<file path="src/pkg/acp_pkg.sv">
// Package: register map, timing and CRC helpers for the serial AFE host
`default_nettype none
package acp_pkg;
  // Host register map (byte addresses on the local port)
  localparam logic [7:0] OFS_CTRL   = 8'h00;
  localparam logic [7:0] OFS_CFG    = 8'h04;
  localparam logic [7:0] OFS_ADDR   = 8'h08;
  localparam logic [7:0] OFS_WDATA  = 8'h0C;
  localparam logic [7:0] OFS_STATUS = 8'h10;
  localparam logic [7:0] OFS_RDATA  = 8'h14;
  localparam logic [7:0] OFS_RXCRC  = 8'h18;

  // CTRL bits (write-only pulses)
  localparam int unsigned CTRL_START = 0;
  localparam int unsigned CTRL_ABORT = 1;
  localparam int unsigned CTRL_SYNC  = 2;

  // CFG fields
  localparam int unsigned CFG_DEV    = 0;
  localparam int unsigned CFG_RW     = 1;
  localparam int unsigned CFG_CRC    = 2;
  localparam int unsigned CFG_NB_LSB = 3;
  localparam logic [2:0]  MAX_DATA_BYTES = 3'h4;

  // STATUS bits
  localparam int unsigned ST_BUSY     = 0;
  localparam int unsigned ST_DONE     = 1;
  localparam int unsigned ST_CMD_ERR  = 2;
  localparam int unsigned ST_DATA_ERR = 3;
  localparam int unsigned ST_READY    = 4;
  localparam int unsigned ST_ALARM    = 5;
  localparam int unsigned ST_PIN2     = 6;
  localparam int unsigned ST_SYNC     = 7;
  localparam int unsigned ST_ABORTED  = 8;

  // Reset values
  localparam logic        CFG_RST_BIT  = 1'b0;
  localparam logic [2:0]  CFG_RST_NB   = 3'h0;
  localparam logic [12:0] ADDR_RST     = 13'h0000;
  localparam logic [23:0] WDATA_RST    = 24'h000000;

  // Frame layout
  localparam int unsigned FRAME_MAX_BITS = 72;
  localparam logic [6:0]  CMD_BITS       = 7'h10;
  localparam logic [6:0]  DEVCRC_END     = 7'h1F;
  localparam logic [6:0]  DATA_START_CRC = 7'h20;
  localparam logic [6:0]  CRC_ONLY_BITS  = 7'h20;
  localparam logic [6:0]  CRC_FRAME_OVH  = 7'h28;

  // CRC-8: x^8 + x^2 + x + 1, zero start, MSB first, no final inversion
  localparam logic [7:0] CRC_POLY = 8'h07;
  localparam logic [7:0] CRC_INIT = 8'h00;

  // Timing
  localparam int unsigned CLK_MHZ       = 125;
  localparam int unsigned CLK_NS        = 8;
  localparam int unsigned SCLK_MAX_MHZ  = 32;
  localparam int unsigned HALF_CYC      =
    (CLK_MHZ + 2 * SCLK_MAX_MHZ - 1) / (2 * SCLK_MAX_MHZ);
  localparam int unsigned DEV_SYSCLK_NS = 100;
  localparam int unsigned SYNC_MIN_NS   = 2 * DEV_SYSCLK_NS;
  localparam int unsigned SYNC_CYC      = (SYNC_MIN_NS + CLK_NS - 1) / CLK_NS;

  function automatic logic [7:0] crc8_bits(input logic [31:0] data,
                                           input logic [5:0]  nbits);
    logic [7:0] crc;
    crc = CRC_INIT;
    for (int i = 0; i < 32; i++)
    begin
      if (6'(i) < nbits)
      begin
        if (crc[7] ^ data[31-i])
          crc = {crc[6:0], 1'b0} ^ CRC_POLY;
        else
          crc = {crc[6:0], 1'b0};
      end
    end
    return crc;
  endfunction
endpackage
`default_nettype wire

</file>
<file path="src/rtl/acp_crc8_ser.sv">
// Serial CRC-8 engine fed one bit per enable, MSB first
`default_nettype none
module acp_crc8_ser (
  input  wire logic       clock_i,
  input  wire logic       rst_n_i,
  input  wire logic       clear_i,
  input  wire logic       en_i,
  input  wire logic       bit_i,
  output logic      [7:0] crc_o
);
  logic fb;
  assign fb = crc_o[7] ^ bit_i;

  always_ff @(posedge clock_i or negedge rst_n_i)
  begin
    if (!rst_n_i)
      crc_o <= acp_pkg::CRC_INIT;
    else if (clear_i)
      crc_o <= acp_pkg::CRC_INIT;
    else if (en_i)
      crc_o <= {crc_o[6:0], 1'b0} ^ (fb ? acp_pkg::CRC_POLY : 8'h00);
  end
endmodule
`default_nettype wire

</file>
<file path="src/rtl/acp_host_ctrl.sv">
// Host controller that frames commands and register access to the AFE
//
// Local design decisions: strobed register access and the register offsets.
`default_nettype none
// Operation
// - First frame bit must equal the target device's address strap level.
// - Host holds each sync pulse at least 2 device clock periods.
// - Frame is select bit, read/write bit, 13 address bits, then data; the code also puts a zero bit between the address and the data.
// - Read/write bit is 0 for writes and commands, 1 for reads.
// - CRC byte is remainder over polynomial x^8+x^2+x+1.
// - With CRC on, a CRC byte follows the command and the data.
// - Host sends address word, its CRC, data, then data CRC.
// - Eight extra clocks after a CRC write return device data CRC.
// - CRC address word is select, read/write, address, trailing zero.
// - Raising chip select ends a frame; new frame needs a falling select.
// - Input sampled on falling clock, output changed on rising, max 32 MHz.
module acp_host_ctrl #(
  parameter int unsigned HALF_CYC = acp_pkg::HALF_CYC,
  parameter int unsigned SYNC_CYC = acp_pkg::SYNC_CYC
) (
  input  wire logic        clock_i,
  input  wire logic        rst_n_i,
  input  wire logic [7:0]  addr_i,
  input  wire logic [31:0] wdata_i,
  input  wire logic        wr_i,
  input  wire logic        rd_i,
  output logic      [31:0] rdata_o,
  output logic             sclk_o,
  output logic             chip_select_n_o,
  output logic             mosi_o,
  input  wire logic        miso_i,
  input  wire logic        data_ready_out_i,
  input  wire logic        alarm_irq_n_i,
  input  wire logic        general_pin_two_i,
  output logic             sync_o
);
  typedef enum logic [2:0] {
    ST_IDLE,
    ST_LEAD,
    ST_HIGH,
    ST_LOW,
    ST_GAP
  } acp_state_e;

  acp_state_e  st_q;
  logic [7:0]  cnt_q;
  logic [6:0]  bit_q;
  logic [6:0]  nbits_q;
  logic [71:0] tx_q;
  logic [71:0] rx_q;
  logic        cs_n_q;
  logic        sclk_q;
  logic        fcrc_q;
  logic        frw_q;
  logic        aborted_q;
  logic [2:0]  fnb_q;
  logic [7:0]  crca_q;

  // Configuration
  logic        dev_q;
  logic        rw_q;
  logic        crc_q;
  logic [2:0]  nb_q;
  logic [12:0] raddr_q;
  logic [23:0] wdat_q;

  // Results and sticky status
  logic [31:0] rdat_q;
  logic [7:0]  devcrc_q;
  logic [7:0]  rxcrc_q;
  logic        done_q;
  logic        cmd_err_q;
  logic        data_err_q;
  logic        ready_q;
  logic        abt_flag_q;

  // Pin synchronisers: miso, ready, alarm, pin two
  logic [3:0]  meta_q;
  logic [3:0]  pin_q;
  logic        ready_d1_q;

  logic [7:0]  sync_cnt_q;
  logic        sync_q;

  always_ff @(posedge clock_i or negedge rst_n_i)
  begin
    if (!rst_n_i)
    begin
      // Idle levels: ready low, alarm high, so no false edge after reset
      meta_q     <= 4'h2;
      pin_q      <= 4'h2;
      ready_d1_q <= 1'b0;
    end
    else
    begin
      meta_q     <= {miso_i, data_ready_out_i, alarm_irq_n_i,
                     general_pin_two_i};
      pin_q      <= meta_q;
      ready_d1_q <= pin_q[2];
    end
  end

  logic miso_s;
  logic ready_rise;
  assign miso_s     = pin_q[3];
  assign ready_rise = pin_q[2] & ~ready_d1_q;

  // Local bus decode
  logic wr_ctrl;
  logic start_req;
  logic abort_req;
  logic sync_req;
  logic busy;
  logic stat_rd;
  assign wr_ctrl   = wr_i && (addr_i == acp_pkg::OFS_CTRL);
  assign start_req = wr_ctrl && wdata_i[acp_pkg::CTRL_START];
  assign abort_req = wr_ctrl && wdata_i[acp_pkg::CTRL_ABORT];
  assign sync_req  = wr_ctrl && wdata_i[acp_pkg::CTRL_SYNC];
  assign busy      = (st_q != ST_IDLE);
  assign stat_rd   = rd_i && (addr_i == acp_pkg::OFS_STATUS);

  // Configuration is frozen while a frame runs
  always_ff @(posedge clock_i or negedge rst_n_i)
  begin
    if (!rst_n_i)
    begin
      dev_q   <= acp_pkg::CFG_RST_BIT;
      rw_q    <= acp_pkg::CFG_RST_BIT;
      crc_q   <= acp_pkg::CFG_RST_BIT;
      nb_q    <= acp_pkg::CFG_RST_NB;
      raddr_q <= acp_pkg::ADDR_RST;
      wdat_q  <= acp_pkg::WDATA_RST;
    end
    else if (wr_i && !busy)
    begin
      if (addr_i == acp_pkg::OFS_CFG)
      begin
        dev_q <= wdata_i[acp_pkg::CFG_DEV];
        rw_q  <= wdata_i[acp_pkg::CFG_RW];
        crc_q <= wdata_i[acp_pkg::CFG_CRC];
        if (wdata_i[acp_pkg::CFG_NB_LSB +: 3] > acp_pkg::MAX_DATA_BYTES)
          nb_q <= acp_pkg::MAX_DATA_BYTES;
        else
          nb_q <= wdata_i[acp_pkg::CFG_NB_LSB +: 3];
      end
      if (addr_i == acp_pkg::OFS_ADDR)
        raddr_q <= wdata_i[12:0];
      if (addr_i == acp_pkg::OFS_WDATA)
        wdat_q <= wdata_i[23:0];
    end
  end

  // Frame image built from the configuration at start
  logic [15:0] addr_word;
  logic [5:0]  nbit_data;
  logic [31:0] data_m;
  logic [7:0]  crc_a;
  logic [7:0]  crc_d;
  logic [47:0] tail;
  logic [71:0] tx_img;
  logic [6:0]  frame_len;

  always_comb
  begin
    addr_word = {dev_q, rw_q, raddr_q, 1'b0};
    nbit_data = {nb_q, 3'b000};
    // Writes send the top bytes first, so a short write is a partial one
    data_m    = rw_q ? 32'h00000000 :
                ({wdat_q, 8'h00} & ~(32'hFFFFFFFF >> nbit_data));
    crc_a     = acp_pkg::crc8_bits({addr_word, 16'h0000},
                                   6'h10);
    crc_d     = acp_pkg::crc8_bits(data_m, nbit_data);
    tail      = {data_m, 16'h0000} | ({crc_d, 40'h0} >> nbit_data);
    if (crc_q)
    begin
      tx_img = {addr_word, crc_a, tail};
      if (nb_q == 3'h0)
        frame_len = acp_pkg::CRC_ONLY_BITS;
      else
        frame_len = acp_pkg::CRC_FRAME_OVH + 7'({nb_q, 3'b000});
    end
    else
    begin
      tx_img    = {addr_word, data_m, 24'h000000};
      frame_len = acp_pkg::CMD_BITS + 7'({nb_q, 3'b000});
    end
  end

  logic phase_end;
  logic samp;
  logic last;
  logic in_data;
  logic [71:0] rx_full;
  logic [7:0]  eng_crc;
  assign phase_end = (cnt_q == 8'(HALF_CYC - 1));
  assign samp      = (st_q == ST_LOW) && phase_end;
  assign last      = samp && (bit_q == nbits_q - 7'h01);
  assign rx_full   = {rx_q[70:0], miso_s};
  assign in_data   = fcrc_q && (bit_q >= acp_pkg::DATA_START_CRC) &&
                     (bit_q < acp_pkg::DATA_START_CRC + 7'({fnb_q, 3'b000}));

  // Only the data bytes of the frame reach the result register
  logic [31:0] rx_mask;
  assign rx_mask = ~(32'hFFFFFFFF << {fnb_q, 3'b000});

  // Data CRC of what the device returns, checked against its trailing byte
  acp_crc8_ser i_acp_crc8_ser (
    .clock_i (clock_i),
    .rst_n_i (rst_n_i),
    .clear_i (start_req && !busy),
    .en_i    (samp && in_data),
    .bit_i   (miso_s),
    .crc_o   (eng_crc)
  );

  // Link sequencer: MOSI moves with the rising edge, MISO is read late
  // in the low phase so the synchroniser delay stays inside the bit
  always_ff @(posedge clock_i or negedge rst_n_i)
  begin
    if (!rst_n_i)
    begin
      st_q      <= ST_IDLE;
      cnt_q     <= 8'h00;
      bit_q     <= 7'h00;
      nbits_q   <= 7'h00;
      tx_q      <= 72'h0;
      rx_q      <= 72'h0;
      cs_n_q    <= 1'b1;
      sclk_q    <= 1'b0;
      fcrc_q    <= 1'b0;
      frw_q     <= 1'b0;
      fnb_q     <= 3'h0;
      crca_q    <= 8'h00;
      aborted_q <= 1'b0;
    end
    else if (abort_req && busy && st_q != ST_GAP)
    begin
      st_q      <= ST_GAP;
      cnt_q     <= 8'h00;
      cs_n_q    <= 1'b1;
      sclk_q    <= 1'b0;
      aborted_q <= 1'b1;
    end
    else
    begin
      unique case (st_q)
        ST_IDLE:
        begin
          if (start_req)
          begin
            st_q      <= ST_LEAD;
            cs_n_q    <= 1'b0;
            cnt_q     <= 8'h00;
            bit_q     <= 7'h00;
            nbits_q   <= frame_len;
            tx_q      <= tx_img;
            rx_q      <= 72'h0;
            fcrc_q    <= crc_q;
            frw_q     <= rw_q;
            fnb_q     <= nb_q;
            crca_q    <= crc_a;
            aborted_q <= 1'b0;
          end
        end
        ST_LEAD, ST_HIGH:
        begin
          cnt_q <= phase_end ? 8'h00 : cnt_q + 8'h01;
          if (phase_end)
          begin
            st_q   <= (st_q == ST_LEAD) ? ST_HIGH : ST_LOW;
            sclk_q <= (st_q == ST_LEAD);
          end
        end
        ST_LOW:
        begin
          cnt_q <= phase_end ? 8'h00 : cnt_q + 8'h01;
          if (samp)
          begin
            rx_q  <= rx_full;
            bit_q <= bit_q + 7'h01;
            if (last)
            begin
              st_q   <= ST_GAP;
              cs_n_q <= 1'b1;
            end
            else
            begin
              st_q   <= ST_HIGH;
              sclk_q <= 1'b1;
              tx_q   <= {tx_q[70:0], 1'b0};
            end
          end
        end
        ST_GAP:
        begin
          // Select stays high a half period so the next frame sees a fall
          cnt_q <= phase_end ? 8'h00 : cnt_q + 8'h01;
          if (phase_end)
            st_q <= ST_IDLE;
        end
      endcase
    end
  end

  // Frame results
  always_ff @(posedge clock_i or negedge rst_n_i)
  begin
    if (!rst_n_i)
    begin
      rdat_q   <= 32'h00000000;
      devcrc_q <= 8'h00;
      rxcrc_q  <= 8'h00;
    end
    else if (samp)
    begin
      if (fcrc_q && bit_q == acp_pkg::DEVCRC_END)
        devcrc_q <= rx_full[7:0];
      if (last)
      begin
        rdat_q  <= (fcrc_q ? rx_full[39:8] : rx_full[31:0]) & rx_mask;
        rxcrc_q <= rx_full[7:0];
      end
    end
  end

  logic cmd_err_set;
  logic data_err_set;
  logic done_set;
  assign cmd_err_set  = samp && fcrc_q && bit_q == acp_pkg::DEVCRC_END &&
                        rx_full[7:0] != crca_q;
  assign data_err_set = last && fcrc_q && fnb_q != 3'h0 &&
                        rx_full[7:0] != eng_crc;
  assign done_set     = last;

  // Sticky status: a set in the clearing read cycle wins
  always_ff @(posedge clock_i or negedge rst_n_i)
  begin
    if (!rst_n_i)
    begin
      done_q     <= 1'b0;
      cmd_err_q  <= 1'b0;
      data_err_q <= 1'b0;
      ready_q    <= 1'b0;
      abt_flag_q <= 1'b0;
    end
    else
    begin
      done_q     <= done_set     | (done_q     & ~stat_rd);
      cmd_err_q  <= cmd_err_set  | (cmd_err_q  & ~stat_rd);
      data_err_q <= data_err_set | (data_err_q & ~stat_rd);
      ready_q    <= ready_rise   | (ready_q    & ~stat_rd);
      abt_flag_q <= (abort_req && busy) | (abt_flag_q & ~stat_rd);
    end
  end

  // Sync pulse, stretched so the device's clock is sure to see it
  always_ff @(posedge clock_i or negedge rst_n_i)
  begin
    if (!rst_n_i)
    begin
      sync_cnt_q <= 8'h00;
      sync_q     <= 1'b0;
    end
    else if (sync_req && sync_cnt_q == 8'h00)
    begin
      sync_cnt_q <= 8'(SYNC_CYC);
      sync_q     <= 1'b1;
    end
    else if (sync_cnt_q > 8'h01)
      sync_cnt_q <= sync_cnt_q - 8'h01;
    else
    begin
      sync_cnt_q <= 8'h00;
      sync_q     <= 1'b0;
    end
  end

  // Register read port, data one cycle after the strobe
  logic [31:0] status_v;
  always_comb
  begin
    status_v = 32'h00000000;
    status_v[acp_pkg::ST_BUSY]     = busy;
    status_v[acp_pkg::ST_DONE]     = done_q;
    status_v[acp_pkg::ST_CMD_ERR]  = cmd_err_q;
    status_v[acp_pkg::ST_DATA_ERR] = data_err_q;
    status_v[acp_pkg::ST_READY]    = ready_q;
    status_v[acp_pkg::ST_ALARM]    = ~pin_q[1];
    status_v[acp_pkg::ST_PIN2]     = pin_q[0];
    status_v[acp_pkg::ST_SYNC]     = sync_q;
    status_v[acp_pkg::ST_ABORTED]  = abt_flag_q;
  end

  always_ff @(posedge clock_i or negedge rst_n_i)
  begin
    if (!rst_n_i)
      rdata_o <= 32'h00000000;
    else if (rd_i)
    begin
      unique case (addr_i)
        acp_pkg::OFS_CFG:    rdata_o <= {26'h0, nb_q, crc_q, rw_q, dev_q};
        acp_pkg::OFS_ADDR:   rdata_o <= {19'h0, raddr_q};
        acp_pkg::OFS_WDATA:  rdata_o <= {8'h00, wdat_q};
        acp_pkg::OFS_STATUS: rdata_o <= status_v;
        acp_pkg::OFS_RDATA:  rdata_o <= rdat_q;
        acp_pkg::OFS_RXCRC:  rdata_o <= {16'h0000, devcrc_q, rxcrc_q};
        default:             rdata_o <= 32'h00000000;
      endcase
    end
  end

  assign sclk_o          = sclk_q;
  assign chip_select_n_o = cs_n_q;
  assign mosi_o          = tx_q[71];
  assign sync_o          = sync_q;
endmodule
`default_nettype wire

</file>
<file path="config.mk">
export PLATFORM = sky130hd
export DESIGN_NAME = acp_host_ctrl
export DESIGN_NICKNAME = d
export VERILOG_FILES = /design/src/pkg/acp_pkg.sv /design/src/rtl/acp_crc8_ser.sv /design/src/rtl/acp_host_ctrl.sv
export SDC_FILE = /design/constraint.sdc
export NUM_CORES = 1
export LEC_CHECK = 0
export BUFFER_PORTS_ARGS = -buffer_cell sky130_fd_sc_hd__buf_2
export CORE_UTILIZATION = 34
export DETAILED_ROUTE_END_ITERATION = 10
export SKIP_LAST_GASP = 1
export SLEW_MARGIN = 40
export SYNTH_ARGS = -nofsm -noshare
export SYNTH_HDL_FRONTEND = slang
export SYNTH_SLANG_ARGS = --single-unit
</file>
<file path="constraint.sdc">
create_clock -name clock_i -period 4.93 [get_ports clock_i]
set_input_delay 0.7395 -clock clock_i [delete_from_list [all_inputs] [get_ports clock_i]]
set_output_delay 0.7395 -clock clock_i [all_outputs]
set_load 0.05 [all_outputs]
</file>
==> qor.csv, run 1 <==
stage,metric,value,unit
outcome,status,"finished, final reports clean",
drt,ant_nets,0,
global_routing,grt_pass1_vias,12900,
drt,routed-via-count,13000,
timing,fin_crit_sh,95.5,%
critical_path,crit_fanout,7,
timing,rsz0062_at_grt,no,
final_layout,fin_cells,2383,
power_and_ir_drop,intPower,4.74,mW
floorplan,die_w,221,um
final_layout,final_core_util,40.1,%
global_routing,grt_overflow,0,
synthesis,yosysSeqAreaShare,46.3,%
drt,finalWirelength,47700,um
cts,cts_buffer_depth,3,
placement,gp_congestion,0.894,
cts,cts_num_sinks,301,
drt,drtIter0Drc,1092,
synthesis,synth_top_flop_cell,dfrtp_1,
floorplan,die_area,48800,sq um
floorplan,ios,84,
power_and_ir_drop,p_leak,8.25,nW
flow_run,cap_violations,0,
final_layout,antenna_cells,0,
global_routing,grt_first_pass_wirelength,75500,um
timing,fin_skew,0.0271,ns
floorplan,core_area,47000,sq um
power_and_ir_drop,p_total,6.96,mW
synthesis,ys_async_sr_fraction,100,%
power_and_ir_drop,power_density,369,nW/um^2
timing,fin_hold_ws,0.122,ns
power_and_ir_drop,ir_worst_vdd,190,uV
critical_path,crit_arrival,5.15,ns
synthesis,synth_cells,1688,
final_layout,drive_gt1_share,17.6,%
synthesis,syn_nets,1752,
timing,finalCriticalPeriod,4.71,ns
cts,htree_levels,2,
placement,dp.cells,2321,
cts,cts_buffers,34,
cts,clock_latency,0.54,ns
global_routing,antenna_found_initial,0,
drt,wl_per_cell,20.0,um
cts,clockRootBuffer,clkbuf_16,
cts,cts_tree,built,
timing,slew_viol_final,0,
cts,clk_pin_slew,0.06,ns
power_and_ir_drop,switching_share,32.0,%
synthesis,yosys_warnings,0,
timing,tightest_slew,0.823,ns
floorplan,initial_core_util,34.7,%
critical_path,endpoint_kind,register,
final_layout,layout.nets,1815,
drt,drc,0,
drt,firstDrtPassIters,7,
timing,max_freq,212,MHz
global_routing,grt_max_degree,96,
cts,hold_buffers,0,
timing,report.final.setup_viol,0,
critical_path,start_kind,register,
placement,portBuffers,75,
timing,slew_headroom,45.1,%
final_layout,area_growth,15.7,%
drt,vias_per_cell,5.47,
synthesis,ys_seq_elements,301,
critical_path,crit_type,register to register,
timing,finalHoldViolCount,0,
timing,tns,0,ns
floorplan,num_rows,79,
critical_path,required,5.38,ns
synthesis,syn_avg_cell_area,9.65,sq um
synthesis,ys_types,88,
min_path,hp-class,input pin to async pin,
global_routing,grt_util_all_layers,19.5,%
power_and_ir_drop,p_sw,2.23,mW
synthesis,synth_edf_count,0,
synthesis,synth_area,16300,sq um
power_and_ir_drop,clkPwrFrac,37.8,%
power_and_ir_drop,seq_power_share,42.3,%
power_and_ir_drop,pwr-share-comb,19.9,%
placement,place_hpwl,34000,um
floorplan,die_height,221,um
## cell usage after synthesis, types with 18 or more instances
master	number	share of area, %
dfrtp_1	298	46
nand2_1	253	5.8
o21ai_0	134	4.1
nor2_1	106	2.4
clkbuf_1	91	2.1
xnor2_1	74	4.0
a21oi_1	70	2.2
mux2_2	66	4.6
mux2i_1	61	3.7
inv_1	46	1.1
a22o_1	45	2.4
nand3_1	30	0.92
nor3_1	30	0.92
xor2_1	29	1.6
a22oi_1	27	1.2
o22ai_1	22	0.84
o31ai_1	22	1.0
and3_1	21	0.81
o21ai_1	18	0.55
## critical path, stage by stage (launching register included)
cell       delay (ns)
dfrtp_1          0.34
inv_1            0.12
ha_1             0.24
nor2b_2          0.21
buf_4            0.16
or4b_1           0.52
nand3_2          0.13
xor3_4           0.53
buf_4            0.20
and4_1           0.18
a2111oi_4        0.34
nand3_1          0.24
a311oi_4         0.43
buf_4            0.21
xor2_1           0.20
nand2_1          0.12
mux2_2           0.31
o21ai_1          0.14
## cells by family (layout without fill, tap and decap cells)
family | count (synthesis) | count (layout) | share of synthesized area, %
xor gates and xnor gates | 121 | 121 | 8.05
adders and majority gates | 16 | 16 | 1.23
buffers and inverters | 165 | 253 | 3.92
AOI/OAI and AO/OA | 430 | 430 | 17.5
muxes | 128 | 128 | 8.38
DFF | 301 | 301 | 46.3
and+or+nand+nor | 527 | 527 | 14.6
## metal layers
metal | part of all wire (%) | global-route usage, %
met5 | 0 | 0
met4 | 2.1 | 5.32
met2 | 46 | 31.1
met1 | 46 | 27.8
met3 | 5.5 | 2.66
## final cells by class
class | count | area [sq um]
clock buffer | 48 | 1010
clock inverter | 13 | 151
fill | 4594 | 28100
inverter | 50 | 188
multi-input combinational | 1222 | 8250
sequential | 301 | 7540
tap | 607 | 759
timing repair buffer | 142 | 948
## per-stage QoR
step,setup WS (ns),instance area (sq um)
global route,0.00997,18800
global placement,0.206,17500
detailed placement,0.0374,17600
floorplan,0.348,16300
finish,0.223,18800
CTS,0.0279,18800
## final timing paths
kind                                  start         to  slack, ns  cells after the start
hold / removal                      rst_n_i   cnt_q[2]       0.12                      1
min in group clock_i       data_ready_out_i  meta_q[2]       0.31                      1
setup reg to reg                    nb_q[1]    tx_q[4]       0.22                     17
setup / recovery                    nb_q[1]    tx_q[4]       0.22                     17
max in group asynchronous           rst_n_i      crc_q       3.87                      2
hold reg to reg                   meta_q[3]   pin_q[3]       0.35                      0
## layout by cell type, fill, tap and decap left out, drive strengths merged, types with 50 or more instances in the layout
master  synthesis  routed
xnor2          74      74
nor2          107     107
nand2         254     254
inv            48      50
mux2i          61      61
mux2           67      67
dfrtp         298     298
o21ai         152     152
a21oi          70      70
buf            23     142
## power by group through the flow
stage	clock network [mW]	registers, mW	logic (mW)
2_1_floorplan	0	2.89	1.01
3_3_place_gp	0	2.97	1.34
3_5_place_dp	0	2.98	1.38
4_1_cts	2.69	2.94	1.39
5_1_grt	2.79	2.97	1.54
6_report	2.63	2.94	1.38
## registers in the layout (all words and copies together) (netlist names), 13 cells and up
signal	count
tx_q	72
wdat_q	24
rx_q	39
rdat_q	32
rdata_o	32
raddr_q	13
## repair_timing
item                       CTS  global route
buffers inserted             0             1
setup endpoints to repair    0            13
resized for setup            0             8
Power figures use the tool's default switching activity.
==> run 2: changes to the inputs <==
--- a/config.mk
+++ b/config.mk
@@ -8,8 +8,9 @@
 export BUFFER_PORTS_ARGS = -buffer_cell sky130_fd_sc_hd__buf_2
 export CORE_UTILIZATION = 34
 export DETAILED_ROUTE_END_ITERATION = 10
+export PLACE_DENSITY = 0.62
 export SKIP_LAST_GASP = 1
-export SLEW_MARGIN = 40
+export SLEW_MARGIN = 5
 export SYNTH_ARGS = -nofsm -noshare
 export SYNTH_HDL_FRONTEND = slang
 export SYNTH_SLANG_ARGS = --single-unit
==> run 2 against run 1 <==
  * The run now ends with design-rule violations left
  * Sequential power about the same
  * Clock skew is 0.0052 ns lower
  * Flip-flop and latch count is the same
  * Cell area is 0.95% lower
  * Register-to-register slack better by 0.07 ns
  * Highest routed layer is now met5
  * Combinational power barely moved
  * Count of clock-buffer cells in the layout is 2 higher
==> qor.csv, run 2 (synthesized netlist as in run 1, its figures left out) <==
stage,metric,value,unit,change
critical_path,required,5.40,ns,was 5.38 ns
placement,postPlaceCellArea,17500,sq um,was 17600 sq um
drt,routed-via-count,13100,,was 13000
cts,hold_buffers,0,,unchanged
cts,cts_num_sinks,301,,unchanged
floorplan,die_height,221,um,unchanged
critical_path,path_delay_family,compound AO/OA/AOI/OAI gates,,was simple AND/OR/NAND/NOR gates
timing,tightest_slew,1.09,ns,was 0.823 ns
timing,rsz0062_at_grt,no,,unchanged
drt,ant_nets,0,,unchanged
placement,gp_congestion,0.915,,was 0.894
timing,fin_hold_ws,0.152,ns,was 0.122 ns
timing,max_freq,216,MHz,was 212 MHz
timing,finalCriticalPeriod,4.64,ns,was 4.71 ns
placement,place_hpwl,33100,um,was 34000 um
floorplan,die_w,221,um,unchanged
critical_path,crit_arrival,5.10,ns,was 5.15 ns
timing,finalHoldViolCount,0,,unchanged
drt,drtIter0Drc,1010,,was 1092
final_layout,multiInputGateArea,8200,sq um,was 8250 sq um
global_routing,antenna_found_initial,1,,was 0
final_layout,final_cell_mix,"297 x dfrtp_1, 253 x nand2_1, 134 x o21ai_0",,unchanged
final_layout,final_cell_area,18700,sq um,was 18800 sq um
timing,fin_crit_sh,94.0,%,was 95.5%
critical_path,start_kind,register,,unchanged
critical_path,critPathBufInv,4,,unchanged
floorplan,initial_core_util,34.7,%,unchanged
final_layout,drive_gt1_share,16.7,%,was 17.6%
global_routing,grt_first_pass_wirelength,74300,um,was 75500 um
final_layout,top_regs,"tx_q x72, rx_q x39",,unchanged
outcome,status,"finished, violations left",,"was finished, final reports clean"
final_layout,regMostFlops,tx_q,,unchanged
critical_path,cp_common_cell,buf_4,,unchanged
cts,cts_buffers,34,,unchanged
critical_path,crit_slowest_cell,xor3_4,,unchanged
floorplan,ios,84,,unchanged
global_routing,grt_max_degree,137,,was 96
final_layout,layout.nets,1815,,unchanged
floorplan,die_area,48800,sq um,unchanged
drt,drc,1,,was 0
drt,wl_per_cell,19.6,um,was 20.0 um
drt,firstDrtPassIters,11,,was 7
timing,fin_skew,0.0220,ns,was 0.0271 ns
final_layout,layout_commonest_cell,dfrtp_1,,unchanged
cts,clockRootBuffer,clkbuf_16,,unchanged
timing,report.final.setup_viol,0,,unchanged
critical_path,endpoint_kind,register,,unchanged
final_layout,largest_register_ffs,72,,unchanged
critical_path,crit_type,register to register,,unchanged
cts,clk_pin_slew,0.06,ns,about the same
global_routing,grt_util_all_layers,19.1,%,was 19.5%
cts,clock_latency,0.55,ns,was 0.54 ns
timing,slew_viol_final,0,,unchanged
cts,cts_buffer_depth,3,,unchanged
critical_path,crit_fanout,9,,was 7
cts,cts_tree,built,,unchanged
cts,htree_levels,2,,unchanged
global_routing,grt_pass1_vias,12700,,was 12900
power_and_ir_drop,power_density,366,nW/um^2,was 369 nW/um^2
power_and_ir_drop,p_leak,8.17,nW,was 8.25 nW
outcome,violations,design-rule violations,,
global_routing,grt_overflow,0,,unchanged
final_layout,seq_area,7540,sq um,about the same
min_path,hp-class,input pin to async pin,,unchanged
final_layout,area_growth,14.6,%,was 15.7%
drt,finalWirelength,46700,um,was 47700 um
timing,tns,0,ns,unchanged
placement,portBuffers,75,,unchanged
power_and_ir_drop,ir_worst_vdd,224,uV,was 190 uV
timing,slew_headroom,27.5,%,was 45.1%
final_layout,final.fill_count,4571,,was 4594
flow_run,cap_violations,0,,unchanged
final_layout,antenna_cells,0,,unchanged
critical_path,path_cells,"inv_1, ha_2, buf_4, nand2_1, or3_1, nand3_2, xor3_4, buf_4, a2111oi_2, a2111oi_4, and3_1, o22a_1, o31a_1, buf_4, a21o_1, a21oi_1, o21ai_1, a31oi_1",,"was inv_1, ha_1, nor2b_2, buf_4, or4b_1, nand3_2, xor3_4, buf_4, and4_1, a2111oi_4, nand3_1, a311oi_4, buf_4, xor2_1, nand2_1, mux2_2, o21ai_1"
drt,vias_per_cell,5.51,,was 5.47
critical_path,critPathMaxStageDelay,0.52,ns,was 0.53 ns
floorplan,num_rows,79,,unchanged
floorplan,core_area,47000,sq um,unchanged
==> run 2: layout make-up <==
type | count | share of cell area (%)
clock buffer | 50 | 5.15
inverter | 50 | 1.01
sequential | 301 | 40.4
clock inverter | 9 | 0.643
timing repair buffer | 142 | 4.83
tap | 607 | 4.07
multi-input combinational | 1222 | 43.9
==> run 2: worst paths after layout <==
| kind | slack (ns) | endpoint | cells past startpoint | start |
|---|---|---|---|---|
| hold / removal | 0.15 | wdat_q[21] | 1 | rst_n_i |
| hold reg to reg | 0.35 | pin_q[2] | 0 | meta_q[2] |
| setup / recovery | 0.29 | tx_q[29] | 18 | nb_q[1] |
| setup reg to reg | 0.29 | tx_q[29] | 18 | nb_q[1] |
| min in group clock_i | 0.29 | meta_q[2] | 1 | data_ready_out_i |
| max in group asynchronous | 3.63 | rdata_o[27] | 2 | rst_n_i |
==> run 2: power by group <==
part | internal, mW | leakage, nW | switching, mW
clock network | 1.42 | 0.524 | 1.07
registers | 2.70 | 4.03 | 0.233
logic | 0.488 | 3.61 | 0.906
==> run 2: per-layer routing <==
layer  vias to the layer above  routed length (um)  track usage, %
met5                         -                  13               0
met4                         2                1270            6.25
met3                        82                2760            3.17
met2                       361               21300            30.0
met1                      6558               21300            26.8
li1                       6110                   -               -
==> run 2: timing repair <==
item,4_1_cts,5_1_grt
gates resized for setup,0,7
endpoints found under the setup margin,0,16
buffers inserted,0,2
endpoints found under the hold margin,0,0
==> run 2: metrics by stage <==
stage               power (mW)  instances  setup slack (ns)  util (%)
floorplan                 3.90       1688             0.348         -
global placement          4.32       2320             0.148      37.4
detailed placement        4.35       2320             0.109      37.4
CTS                       6.87       2379            0.0874      39.7
global route              7.17       2381            0.0189      39.8
finish                    6.82       2381             0.294      39.8
